===== src/shared/clh_pkg.sv =====
/*
  constants and types for the character display host port controller.
  assumes a 25 MHz system clock and a display module on a strobe-paced
  parallel bus with register select, read/write select and strobe.
*/
package clh_pkg;
  // ==========================================================
  // clock and pin timing
  localparam int CLK_PERIOD_NS = 40;
  localparam int T_AS_NS       = 40;
  localparam int T_PWEH_NS     = 230;
  localparam int T_CYCE_NS     = 500;
  localparam int T_DDR_NS      = 120;
  localparam int SYNC_LAT      = 4;
  localparam int AS_RAW   = (T_AS_NS + CLK_PERIOD_NS - 1) / CLK_PERIOD_NS;
  localparam int PW_RAW   = (T_PWEH_NS + CLK_PERIOD_NS - 1) / CLK_PERIOD_NS;
  localparam int CYC_RAW  = (T_CYCE_NS + CLK_PERIOD_NS - 1) / CLK_PERIOD_NS;
  localparam int DDR_RAW  = (T_DDR_NS + CLK_PERIOD_NS - 1) / CLK_PERIOD_NS;
  localparam int AS_CYC   = (AS_RAW < 1) ? 1 : AS_RAW;
  localparam int PW_CYC   = (PW_RAW < 1) ? 1 : PW_RAW;
  localparam int RDH_RAW  = DDR_RAW + SYNC_LAT;
  localparam int RDH_CYC  = (RDH_RAW > PW_CYC) ? RDH_RAW : PW_CYC;
  localparam int LOW_RAW  = CYC_RAW - PW_CYC - AS_CYC;
  localparam int LOW_CYC  = (LOW_RAW < 1) ? 1 : LOW_RAW;
  localparam int CNT_W    = 5;

  // ==========================================================
  // command word layout and bus fields
  localparam int FE_RS    = 9;
  localparam int FE_RW    = 8;
  localparam int FE_W     = 10;
  localparam int BUSY_BIT = 7;

  // ==========================================================
  // display text ram address map
  localparam logic [7:0] LINE1_FIRST = 8'h00;
  localparam logic [7:0] LINE1_LAST  = 8'h13;
  localparam logic [7:0] LINE2_FIRST = 8'h40;
  localparam logic [7:0] LINE2_LAST  = 8'h53;
  localparam logic [7:0] RAM1_LAST   = 8'h27;
  localparam logic [7:0] RAM2_LAST   = 8'h67;

  // ==========================================================
  // state types
  typedef enum logic [1:0] {ST_IDLE, ST_SETUP, ST_HIGH, ST_LOW} clh_phase_t;

  typedef struct packed {
    clh_phase_t       phase;
    logic [CNT_W-1:0] cnt;
    logic             polling;
    logic             poll_ok;
    logic             nib;
    logic             rs;
    logic             rw;
    logic [7:0]       data;
    logic [7:0]       acc;
    logic             pin_rs;
    logic             pin_rw;
    logic             en;
    logic             oe;
    logic [7:0]       dout;
    logic [7:0]       rd_data;
    logic             rd_valid;
    logic             done;
    logic [1:0]       xfer_rises;
    logic [7:0]       s1;
    logic [7:0]       s2;
    logic [7:0]       s3;
    logic [7:0]       stable;
  } clh_host_t;
endpackage


===== src/design/clh_host.sv =====
/*
  host controller for a character display module parallel port, with a
  command fifo in front of it.
  assumes the module sits on the pins directly, the interface width mode
  does not change while a command is in flight, and the pin bus level is
  resolved outside from the enables.
*/
// Summary of operation
// [RULE1] a write with register select low puts the byte into the module as a command.
// [RULE2] a read with register select low returns busy flag and address counter.
// [RULE3] register select high steers reads and writes to the module data register.
// [RULE4] read/write low means host drives the bus, high means module drives it.
// [RULE5] every transfer is started by one pulse of the operation strobe.
// [RULE6] the busy indication comes back on the top data line during a status read.
// [RULE7] in 4-bit mode only the upper four lines are used, the lower four stay idle.
// [RULE8] in 4-bit mode a byte needs exactly two strobed nibble transfers.
// [RULE9] in 4-bit mode the high nibble goes first and the low nibble second.
// [RULE10] in 8-bit mode a byte moves in one strobed transfer on all eight lines.
// [RULE11] line one positions sit at 00h to 13h, line two at 40h to 53h.
// [RULE12] text ram exists only at 00h to 27h and 40h to 67h; the display model keeps all 128 addresses and counts past 27h.
// [RULE13] the host polls status until not busy before each command or data transfer.
// [RULE14] register select and read/write are stable before the strobe rises until it falls.
`timescale 1ns/1ps

// ==========================================================
// command fifo
module clh_fifo #(
  parameter int WIDTH = 10,
  parameter int DEPTH = 8
) (
  // clock and reset
  input  wire logic             clk,
  input  wire logic             arst_n,
  // fill side
  input  wire logic             in_valid,
  output logic                  in_ready,
  input  wire logic [WIDTH-1:0] in_data,
  // drain side
  output logic                  out_valid,
  input  wire logic             out_ready,
  output logic [WIDTH-1:0]      out_data
);
  localparam int AW = (DEPTH > 1) ? $clog2(DEPTH) : 1;
  localparam logic [AW-1:0] LAST = AW'(DEPTH - 1);
  localparam logic [AW:0]   FULL = (AW + 1)'(DEPTH);

  typedef struct packed {
    logic [AW-1:0] wr_ptr;
    logic [AW-1:0] rd_ptr;
    logic [AW:0]   count;
  } clh_fifo_st_t;

  clh_fifo_st_t   st_r;
  clh_fifo_st_t   st_nxt;
  logic [WIDTH-1:0] mem_r [DEPTH];
  logic           push;
  logic           pop;

  assign in_ready  = (st_r.count != FULL);
  assign out_valid = (st_r.count != '0);
  assign out_data  = mem_r[st_r.rd_ptr];
  assign push      = in_valid && in_ready;
  assign pop       = out_valid && out_ready;

  always_comb begin
    st_nxt = st_r;
    if (push) begin
      st_nxt.wr_ptr = (st_r.wr_ptr == LAST) ? '0 : st_r.wr_ptr + 1'b1;
    end
    if (pop) begin
      st_nxt.rd_ptr = (st_r.rd_ptr == LAST) ? '0 : st_r.rd_ptr + 1'b1;
    end
    if (push && !pop) begin
      st_nxt.count = st_r.count + 1'b1;
    end else if (pop && !push) begin
      st_nxt.count = st_r.count - 1'b1;
    end
  end

  always_ff @(posedge clk or negedge arst_n) begin
    if (!arst_n) begin
      st_r <= '0;
    end else begin
      st_r <= st_nxt;
    end
  end

  always_ff @(posedge clk) begin
    if (push) begin
      mem_r[st_r.wr_ptr] <= in_data;
    end
  end
endmodule

// ==========================================================
// host port engine
module clh_host #(
  parameter int FIFO_DEPTH = 8
) (
  // clock and reset
  input  wire logic       clk,
  input  wire logic       arst_n,
  // user command side
  input  wire logic       cmd_valid,
  output logic            cmd_ready,
  input  wire logic       cmd_rs,
  input  wire logic       cmd_read,
  input  wire logic [7:0] cmd_data,
  input  wire logic       four_bit_mode,
  // user answer side
  output logic            rd_valid,
  output logic [7:0]      rd_data,
  output logic            ctrl_busy,
  // display pins
  output logic            register_select,
  output logic            read_select,
  output logic            op_strobe,
  input  wire logic [3:0] high_nibble_lines_rx,
  output logic [3:0]      high_nibble_lines_tx,
  output logic            high_nibble_lines_oe,
  input  wire logic [3:0] low_nibble_lines_rx,
  output logic [3:0]      low_nibble_lines_tx,
  output logic            low_nibble_lines_oe
);
  clh_pkg::clh_host_t          r;
  clh_pkg::clh_host_t          n;
  logic                        f_valid;
  logic                        f_ready;
  logic [clh_pkg::FE_W-1:0]    f_data;
  logic                        cnt_end;

  // ==========================================================
  // command buffer
  clh_fifo #(
    .WIDTH (clh_pkg::FE_W),
    .DEPTH (FIFO_DEPTH)
  ) u_fifo (
    .clk       (clk),
    .arst_n    (arst_n),
    .in_valid  (cmd_valid),
    .in_ready  (cmd_ready),
    .in_data   ({cmd_rs, cmd_read, cmd_data}),
    .out_valid (f_valid),
    .out_ready (f_ready),
    .out_data  (f_data)
  );

  assign f_ready = (r.phase == clh_pkg::ST_IDLE);
  assign cnt_end = (r.cnt == clh_pkg::CNT_W'(1));

  // ==========================================================
  // next state
  always_comb begin
    n          = r;
    n.rd_valid = 1'b0;
    n.done     = 1'b0;
    // pin inputs: three stages, change taken once stages two and three agree
    n.s1       = {high_nibble_lines_rx, low_nibble_lines_rx};
    n.s2       = r.s1;
    n.s3       = r.s2;
    if (r.s2 == r.s3) begin
      n.stable = r.s3;
    end
    case (r.phase)
      clh_pkg::ST_IDLE: begin
        if (f_valid) begin
          n.rs         = f_data[clh_pkg::FE_RS];
          n.rw         = f_data[clh_pkg::FE_RW];
          n.data       = f_data[7:0];
          n.polling    = 1'b1; // [RULE13]
          n.poll_ok    = 1'b0;
          n.nib        = 1'b0;
          n.xfer_rises = 2'h0;
          n.pin_rs     = 1'b0; // [RULE2]
          n.pin_rw     = 1'b1;
          n.oe         = 1'b0; // [RULE4]
          n.phase      = clh_pkg::ST_SETUP;
          n.cnt        = clh_pkg::CNT_W'(clh_pkg::AS_CYC);
        end
      end
      clh_pkg::ST_SETUP: begin
        if (cnt_end) begin
          n.en    = 1'b1; // [RULE5] [RULE14]
          n.phase = clh_pkg::ST_HIGH;
          n.cnt   = r.pin_rw ? clh_pkg::CNT_W'(clh_pkg::RDH_CYC)
                             : clh_pkg::CNT_W'(clh_pkg::PW_CYC);
          if (!r.polling) begin
            n.xfer_rises = r.xfer_rises + 2'h1;
          end
        end else begin
          n.cnt = r.cnt - 1'b1;
        end
      end
      clh_pkg::ST_HIGH: begin
        if (cnt_end) begin
          n.en    = 1'b0;
          n.phase = clh_pkg::ST_LOW;
          n.cnt   = clh_pkg::CNT_W'(clh_pkg::LOW_CYC);
          if (r.pin_rw) begin
            if (!four_bit_mode) begin
              n.acc = r.stable; // [RULE10]
            end else if (!r.nib) begin
              n.acc[7:4] = r.stable[7:4]; // [RULE9]
            end else begin
              n.acc[3:0] = r.stable[7:4]; // [RULE7]
            end
          end
        end else begin
          n.cnt = r.cnt - 1'b1;
        end
      end
      clh_pkg::ST_LOW: begin
        if (!cnt_end) begin
          n.cnt = r.cnt - 1'b1;
        end else if (four_bit_mode && !r.nib) begin
          n.nib   = 1'b1; // [RULE8]
          n.phase = clh_pkg::ST_SETUP;
          n.cnt   = clh_pkg::CNT_W'(clh_pkg::AS_CYC);
          if (!r.pin_rw) begin
            n.dout = {r.data[3:0], 4'h0}; // [RULE9]
          end
        end else begin
          n.nib   = 1'b0;
          n.phase = clh_pkg::ST_SETUP;
          n.cnt   = clh_pkg::CNT_W'(clh_pkg::AS_CYC);
          if (r.polling) begin
            if (!r.acc[clh_pkg::BUSY_BIT]) begin // [RULE6] [RULE13]
              n.polling = 1'b0;
              n.poll_ok = 1'b1;
              n.pin_rs  = r.rs; // [RULE1] [RULE3]
              n.pin_rw  = r.rw;
              n.oe      = !r.rw; // [RULE4]
              n.dout    = four_bit_mode ? {r.data[7:4], 4'h0} : r.data; // [RULE9] [RULE10]
            end
          end else begin
            n.phase    = clh_pkg::ST_IDLE;
            n.oe       = 1'b0;
            n.done     = 1'b1;
            n.rd_valid = r.pin_rw;
            if (r.pin_rw) begin
              n.rd_data = r.acc;
            end
          end
        end
      end
      default: begin
        n.phase = clh_pkg::ST_IDLE;
      end
    endcase
  end

  always_ff @(posedge clk or negedge arst_n) begin
    if (!arst_n) begin
      r <= '0;
    end else begin
      r <= n;
    end
  end

  // ==========================================================
  // outputs
  assign rd_valid             = r.rd_valid;
  assign rd_data              = r.rd_data;
  assign ctrl_busy            = (r.phase != clh_pkg::ST_IDLE);
  assign register_select      = r.pin_rs;
  assign read_select          = r.pin_rw;
  assign op_strobe            = r.en;
  assign high_nibble_lines_tx = r.dout[7:4];
  assign low_nibble_lines_tx  = r.dout[3:0];
  assign high_nibble_lines_oe = r.oe;
  assign low_nibble_lines_oe  = r.oe && !four_bit_mode; // [RULE7]

  // ==========================================================
  // checks
  a_read_no_drive: assert property (@(posedge clk) disable iff (!arst_n) // [RULE4]
    read_select |-> !high_nibble_lines_oe && !low_nibble_lines_oe)
    else $error("host drives bus during read");
  a_write_drives: assert property (@(posedge clk) disable iff (!arst_n) // [RULE4]
    op_strobe && !read_select |-> high_nibble_lines_oe)
    else $error("host not driving bus during write strobe");
  a_low_lines_idle: assert property (@(posedge clk) disable iff (!arst_n) // [RULE7]
    four_bit_mode |-> !low_nibble_lines_oe)
    else $error("low lines driven in 4-bit mode");
  a_strobe_width: assert property (@(posedge clk) disable iff (!arst_n) // [RULE5]
    $rose(op_strobe) |-> op_strobe[*6] ##1 1)
    else $error("strobe pulse too short");
  a_strobe_gap: assert property (@(posedge clk) disable iff (!arst_n) // [RULE5]
    $fell(op_strobe) |-> !op_strobe[*7])
    else $error("strobe cycle too short");
  a_ctl_stable: assert property (@(posedge clk) disable iff (!arst_n) // [RULE14]
    (op_strobe || $rose(op_strobe)) |-> $stable(register_select) && $stable(read_select))
    else $error("select lines move around strobe");
  a_nibble_pair: assert property (@(posedge clk) disable iff (!arst_n) // [RULE8]
    r.done && four_bit_mode |-> r.xfer_rises == 2'h2)
    else $error("4-bit byte not two strobes");
  a_byte_single: assert property (@(posedge clk) disable iff (!arst_n) // [RULE10]
    r.done && !four_bit_mode |-> r.xfer_rises == 2'h1)
    else $error("8-bit byte not one strobe");
  a_high_first: assert property (@(posedge clk) disable iff (!arst_n) // [RULE9]
    $rose(op_strobe) && !read_select && four_bit_mode && !r.nib
      |-> high_nibble_lines_tx == r.data[7:4])
    else $error("high nibble not sent first");
  a_busy_wait: assert property (@(posedge clk) disable iff (!arst_n) // [RULE13]
    $rose(op_strobe) && !r.polling && !r.nib |-> r.poll_ok && !r.acc[clh_pkg::BUSY_BIT])
    else $error("transfer without busy clear");

  c_write_4bit: cover property (@(posedge clk) disable iff (!arst_n)
    r.done && four_bit_mode && !r.pin_rw);
  c_read_8bit: cover property (@(posedge clk) disable iff (!arst_n)
    rd_valid && !four_bit_mode);
  c_busy_retry: cover property (@(posedge clk) disable iff (!arst_n)
    r.polling && r.phase == clh_pkg::ST_LOW && cnt_end && r.acc[clh_pkg::BUSY_BIT]);
  c_fifo_full: cover property (@(posedge clk) disable iff (!arst_n)
    cmd_valid && !cmd_ready);
endmodule


===== config.mk =====
export PLATFORM = sky130hd
export DESIGN_NAME = clh_host
export DESIGN_NICKNAME = d
export VERILOG_FILES = /design/src/shared/clh_pkg.sv /design/src/design/clh_host.sv
export SDC_FILE = /design/constraint.sdc
export NUM_CORES = 1
export LEC_CHECK = 0
export ABC_AREA = 1
export BUFFER_PORTS_ARGS = -buffer_cell sky130_fd_sc_hd__buf_2
export CAP_MARGIN = 20
export CELL_PAD_IN_SITES_DETAIL_PLACEMENT = 0
export CELL_PAD_IN_SITES_GLOBAL_PLACEMENT = 1
export CORE_MARGIN = 3
export CORE_UTILIZATION = 35
export CTS_BUF_LIST = sky130_fd_sc_hd__clkbuf_16
export CTS_CLUSTER_SIZE = 16
export DETAILED_ROUTE_END_ITERATION = 6
export GPL_ROUTABILITY_DRIVEN = 0
export PLACE_DENSITY_LB_ADDON = 0.15
export REMOVE_ABC_BUFFERS = 1
export SLEW_MARGIN = 5
export SYNTH_ARGS = -nofsm -noshare
export SYNTH_HDL_FRONTEND = slang
export SYNTH_SLANG_ARGS = --single-unit

===== constraint.sdc =====
create_clock -name clk -period 4.69 [get_ports clk]
set_input_delay 0.469 -clock clk [delete_from_list [all_inputs] [get_ports clk]]
set_output_delay 0.469 -clock clk [all_outputs]
set_load 0.1 [all_outputs]

# ---- Word level (Yosys, flattened, before mapping)
# Memory sizes are Yosys's and may differ from the RTL's.
# Index checks and enable logic that the tools add are counted.
dict set report classes {
  add_sub_neg 5
  mul 0
  n_div 0
  order_cmp 0
  n_eq_ne 20
  shifts 0
  n_mux 49
  n_bitwise 2
  n_reduce_logical 29
}
# cell count
set op_table {}
lappend op_table {{$mux W8} 5}
lappend op_table {{$pmux W7 S4} 1}
lappend op_table {{$mux W2} 12}
lappend op_table {{$mux W10} 2}
lappend op_table {{$mux W20} 1}
lappend op_table {{$mux W4} 5}
lappend op_table {{$mux W19} 1}
lappend op_table {{$ne A2 B2 Y1 const B} 8}
lappend op_table {{$reduce_and A4 Y1} 4}
lappend op_table {{$mux W5} 3}
lappend op_table {{$reduce_and A5 Y1} 3}
lappend op_table {{$mux W1} 10}
lappend op_table {{$reduce_bool A2 Y1} 5}
lappend op_table {{$mux W3} 3}
lappend op_table {{$mux W9} 1}
lappend op_table {{$eq A8 B8 Y1} 1}
lappend op_table {{$add A3 B1 Y3 const B} 2}
lappend op_table {{$eq A3 B3 Y1 const B} 2}
lappend op_table {{$logic_and A1 B1 Y1} 6}
lappend op_table {{$mux W6} 1}
lappend op_table {{$ne A2 B1 Y1 const B} 3}
lappend op_table {{$pmux W3 S2} 1}
lappend op_table {{$reduce_and A3 Y1} 2}
lappend op_table {{$reduce_and A6 Y1} 1}
lappend op_table {{15 further kinds} 22}
dict set report totals {
  reg_bits 90
  latch_bits 0
  mem_bits_rw 80
  romBits 0
  in_bits 22
  out_inout_bits 24
  wordCells 129
  mem_count 1
}
# memory depth width read_ports rd_clocked_by_memory_dff write_ports line_no
set mem_list {}
lappend mem_list {u_fifo.mem_r 8 10 1 0 1 clh_host.sv:55} ;# logic [WIDTH-1:0] mem_r [DEPTH];

# ---- Logic depth before layout (Yosys ltp)
dict set report logic_depth {
  ltp_word 6
  mapped_depth 13
  ltp_nobuf 12
}

# ---- Cells and area by module
# Synthesis repeated with hierarchy kept, for this count alone.
dict set report hier_totals {
  cells_unflattened 795
  hier_area_um2 7627.3
}
# module instances cells_per_inst area_each_um2 seq_area_each_um2
set modules_own_cells {}
lappend modules_own_cells {clh_fifo 1 430 4107.7 2652.5}
lappend modules_own_cells {clh_host 1 365 3519.6 2001.9}

# ---- Least setup slack after synthesis
# No wires, ideal clock.
dict set report synth_timing {
  path_type {register -> register}
  start {register u_fifo.st_r[0] (netlist bit)}
  end {register u_fifo.st_r[3] (netlist bit)}
  setup_ns 0.116
  arrival_time_ns 2.718
  required_ns 4.574
  slack_ns 1.856
  stages_incl_launch_ff 13
  n_path_buf 0
  synth_period_minus_slack_ns 2.834
  cell_sequence {dfrtp_1 > nor2_1 > nand3b_1 > nand2_1 > inv_2 > ha_1 > inv_1 > ha_1 > a21oi_1 > nand2_1 > xor2_1 > nand2_1 > nand2_1}
}
dict set report synth_between {
  elab_chain_cells 5
  elab_cells_between_ends 13
  cone_classes {add/sub: 2; eq/ne: 1; mux: 2; reduce/logical: 8}
}
# element line_no
set synth_rtl {}
lappend synth_rtl {{start: declaration} clh_host.sv:53} ;# clh_fifo_st_t st_r;
lappend synth_rtl {{start signal: assignment} clh_host.sv:84} ;# st_r <= st_nxt;
lappend synth_rtl {{$ne A4 B4 Y1 (*)} clh_host.sv:59} ;# assign in_ready = (st_r.count != FULL);
lappend synth_rtl {{via cmd_ready} clh_host.sv:105} ;# output logic cmd_ready,
lappend synth_rtl {{$logic_and A1 B1 Y1 (*)} clh_host.sv:62} ;# assign push = in_valid && in_ready;
lappend synth_rtl {{via u_fifo.push} clh_host.sv:56} ;# logic push;
lappend synth_rtl {{$logic_not A1 Y1} clh_host.sv:75} ;# end else if (pop && !push) begin
lappend synth_rtl {{$logic_and A1 B1 Y1} clh_host.sv:75}
lappend synth_rtl {{$reduce_bool A2 Y1 (no line)} -}
# The timed path passes the listed nets; every way through them passes the cells marked *. The select of a mux whose other input is x is not followed.
# A chain may end at the register's enable or synchronous reset.

# ---- Final worst setup path
dict set report layout_timing {
  start {register r[82] (netlist bit)}
  end {register u_fifo.st_r[3] (netlist bit)}
}
dict set report layout_between {
  elab_chain_cells 5
  elab_cells_between_ends 7
  cone_classes {mux: 1; reduce/logical: 6}
}
# element line_no
set layout_rtl {}
lappend layout_rtl {{start: declaration} clh_host.sv:125} ;# clh_pkg::clh_host_t r;
lappend layout_rtl {{start signal: assignment} clh_host.sv:256} ;# r <= n;
lappend layout_rtl {{$logic_not A2 Y1 (*)} clh_host.sv:148} ;# assign f_ready = (r.phase == clh_pkg::ST_IDLE);
lappend layout_rtl {{$logic_and A1 B1 Y1 (*)} clh_host.sv:63} ;# assign pop = out_valid && out_ready;
lappend layout_rtl {{$logic_not A1 Y1} clh_host.sv:73} ;# if (push && !pop) begin
lappend layout_rtl {{$logic_and A1 B1 Y1} clh_host.sv:73}
lappend layout_rtl {{$mux W4 / $reduce_bool A2 Y1 (equally long branches)} -}
# Every way passes the cells marked *; elsewhere a longest branch is shown, timed or not.

==> metrics.yaml <==
peakVddDrop_v: 0.0002778
finClkSkew_ps: 20.60
p_leak_nw: 3.615
slew_viol_final: 0
cts_hold_buf: 0
num_vias: 4601
ys_ff_latch: 170
grt_max_degree: 50
layout.cells.most_common_list: "nand2_1 (165), dfrtp_1 (90), nor2_1 (84), edfxtp_1 (80), nand3_1 (55)"
grt.overflow.total: 0
clock-sinks: 170
start_kind: "flip-flop"
setup_slack_ps: 2187
routed_wirelength_um: 14850
routedWlPerCell_um: 14.79
fin_cells: 1004
pin_count: 46
area_growth_pct: 12.88
worstPathRequired_ps: 5000
path_class: "reg -> reg"
swShare: 0.4323
seq_area_frac_synth: 0.6407
final.setup.tns_ps: 0
cts_buffer_depth: 2
cp-end-kind: "flip-flop"
yosysWarnings: 0
cts-root-buf: "clkbuf_16"
placed_area_sq_mm: 0.007629
grt_setup_unrepaired: "no"
grt_pass1_wl_um: 24130
clock_latency_ps: 420
cp_cell_sequence: "inv_1, ha_1, nand2_1, ha_1, inv_1, ha_1, a21oi_1, nand2_1, xor2_1, nand2_1, nand2_1"
antenna_found_initial: 0
cp_top_family: "adder cells"
outcome: "completed"
p_switching_mw: 2.525
place_hpwl_um: 9726
tritoncts: "built"
grt_usage: 0.1396
final-hold-violation-count: 0
layout.nets: 757
min_period_ps: 2503
die_h_um: 150.1
yosys.area.top_type: "edfxtp_1"
min_period_over_period: 0.5338
combPwrFrac: 0.408
numCtsBuffers: 17
fin_util: 0.4040
die_w_um: 150.1
drt_first_pass_iters: 4
io_buffers: 45
dieArea_sq_mm: 0.02252
max_freq_mhz: 399.4
max_stage_delay_ps: 400
worstMarginPinSlew_ps: 1080
worstHoldPathType: "in -> async"
yosysTopAreaCellShare: 0.3307
setup_viol: 0
core_sq_mm: 0.02030
crit_path_frequent_cell: "nand2_1"
power.share.clock: 0.228
cpMaxStageDelayCell: "dfrtp_1"
syn_inst: 686
viasPerCell: 4.583
clk_pin_slew_ps: 70
dp.cells: 970
cp.arrival_ps: 2810
fillers: 2018
ys_top_cells_by_area: "edfxtp_1 (33%), dfrtp_1 (31%), nand2_1 (8.5%)"
ant_nets: 0
power.density_mw_per_mm2: 712.3
relSlewSlack: 0.2772
synth_area_per_cell_sq_um: 10.59
final_common_cell: "nand2_1"
p_int_mw: 3.316
start_util: 0.3579
cts_resized: 0
htree_levels: 4
final_area_sq_mm: 0.008200
final-seq-area_sq_mm: 0.004654
rows: 52
synth.distinct_cells: 33
drive_above_1_share: 0.1580
seqPwrFrac: 0.365
cts_setup_buffers: 0
drc: 0
multiInputGateArea_sq_mm: 0.002185
drtIter0Drc: 280
maxCapViolCount: 0
cp_num_buf_inv: 2
critPathMaxFanout: 13
n_antenna_cell: 0
pre_cts_ws_ps: 2146
grt_pass1_vias: 4497
syn_area_sq_mm: 0.007264
-- cells by family after synthesis --
kind of cell	count (synthesis)	share of synthesized area
AO/OA/AOI/OAI	77	0.06063
XOR/XNOR	15	0.01809
adder cells (fa/ha/maj)	14	0.02515
buffers and inverters	82	0.05856
flip-flops	170	0.6407
multiplexers	4	0.005512
AND/OR/NAND/NOR	324	0.1914
-- state kept, by name (all words and copies together), names as in the netlist, 4 cells and up --
| register | cells |
|---|---|
| low_nibble_lines_tx | 4 |
| rd_data | 8 |
| r | 43 |
| u_fifo.st_r | 10 |
| n | 16 |
| high_nibble_lines_tx | 4 |
| u_fifo.mem_r | 80 |
-- cells in the mapped netlist --
library cell and count:
a21oi_1 10, buf_2 8, buf_4 17, buf_6 5, clkbuf_1 6, clkbuf_2 3
dfrtp_1 90, edfxtp_1 80, fa_1 1, ha_1 13, inv_1 38, inv_2 4
inv_4 1, mux2i_1 4, nand2_1 165, nand2_2 3, nand2_4 2, nand2_8 1
nand3_1 55, nand3_2 1, nand3_4 1, nand3b_1 1, nand4_1 5, nor2_1 84
nor2_2 4, nor2_4 1, nor3_4 1, o21ai_0 44, o21ai_1 7, o21ai_2 14
o22ai_1 2, xnor2_1 12, xor2_1 3
-- cell type report --
| cell class | instances | area share |
|---|---|---|
| multi-input combinational | 434 | 0.2664 |
| clock inverter | 15 | 0.01602 |
| sequential | 170 | 0.5676 |
| inverter | 43 | 0.01999 |
| clock buffer | 17 | 0.05188 |
| tap | 270 | 0.04120 |
| timing repair buffer | 55 | 0.03692 |
-- power by group through the flow --
stage                     Sequential, mW  Clock (mW)  Combinational, mW
after floorplan                     2.75           0               1.22
after global placement              2.16           0               2.37
after detailed placement            2.17           0               2.42
after CTS                           2.14        1.37               2.43
after global routing                2.17        1.44               2.66
final                               2.13        1.33               2.38
-- stage by stage --
stage               hold WS [ps]  power [mW]
finish                     22.96       5.841
floorplan                  173.4       3.969
CTS                        28.58       5.936
global placement           337.1       4.532
detailed placement         336.2       4.580
global route               45.85       6.277
-- per-layer routing --
layer,GRT usage,vias up,wire length [um]
li1,-,2324,-
met1,0.1887,2201,7001
met2,0.2260,71,7163
met3,0.03664,5,578
met4,0.03339,0,111
met5,0,-,0
-- final timing paths --
path                                         from        endpoint  slack (ps)  cells after the start
setup / recovery                            r[82]  u_fifo.st_r[3]        2190                     11
hold / removal                             arst_n           r[78]          20                      1
setup reg to reg                            r[82]  u_fifo.st_r[3]        2190                     11
hold reg to reg                             n[21]           n[13]         350                      0
max in group asynchronous                  arst_n  u_fifo.st_r[4]        3650                      2
min in group clk           low_nibble_lines_rx[1]           n[17]         150                      1
(Power assumes the default switching activity.)
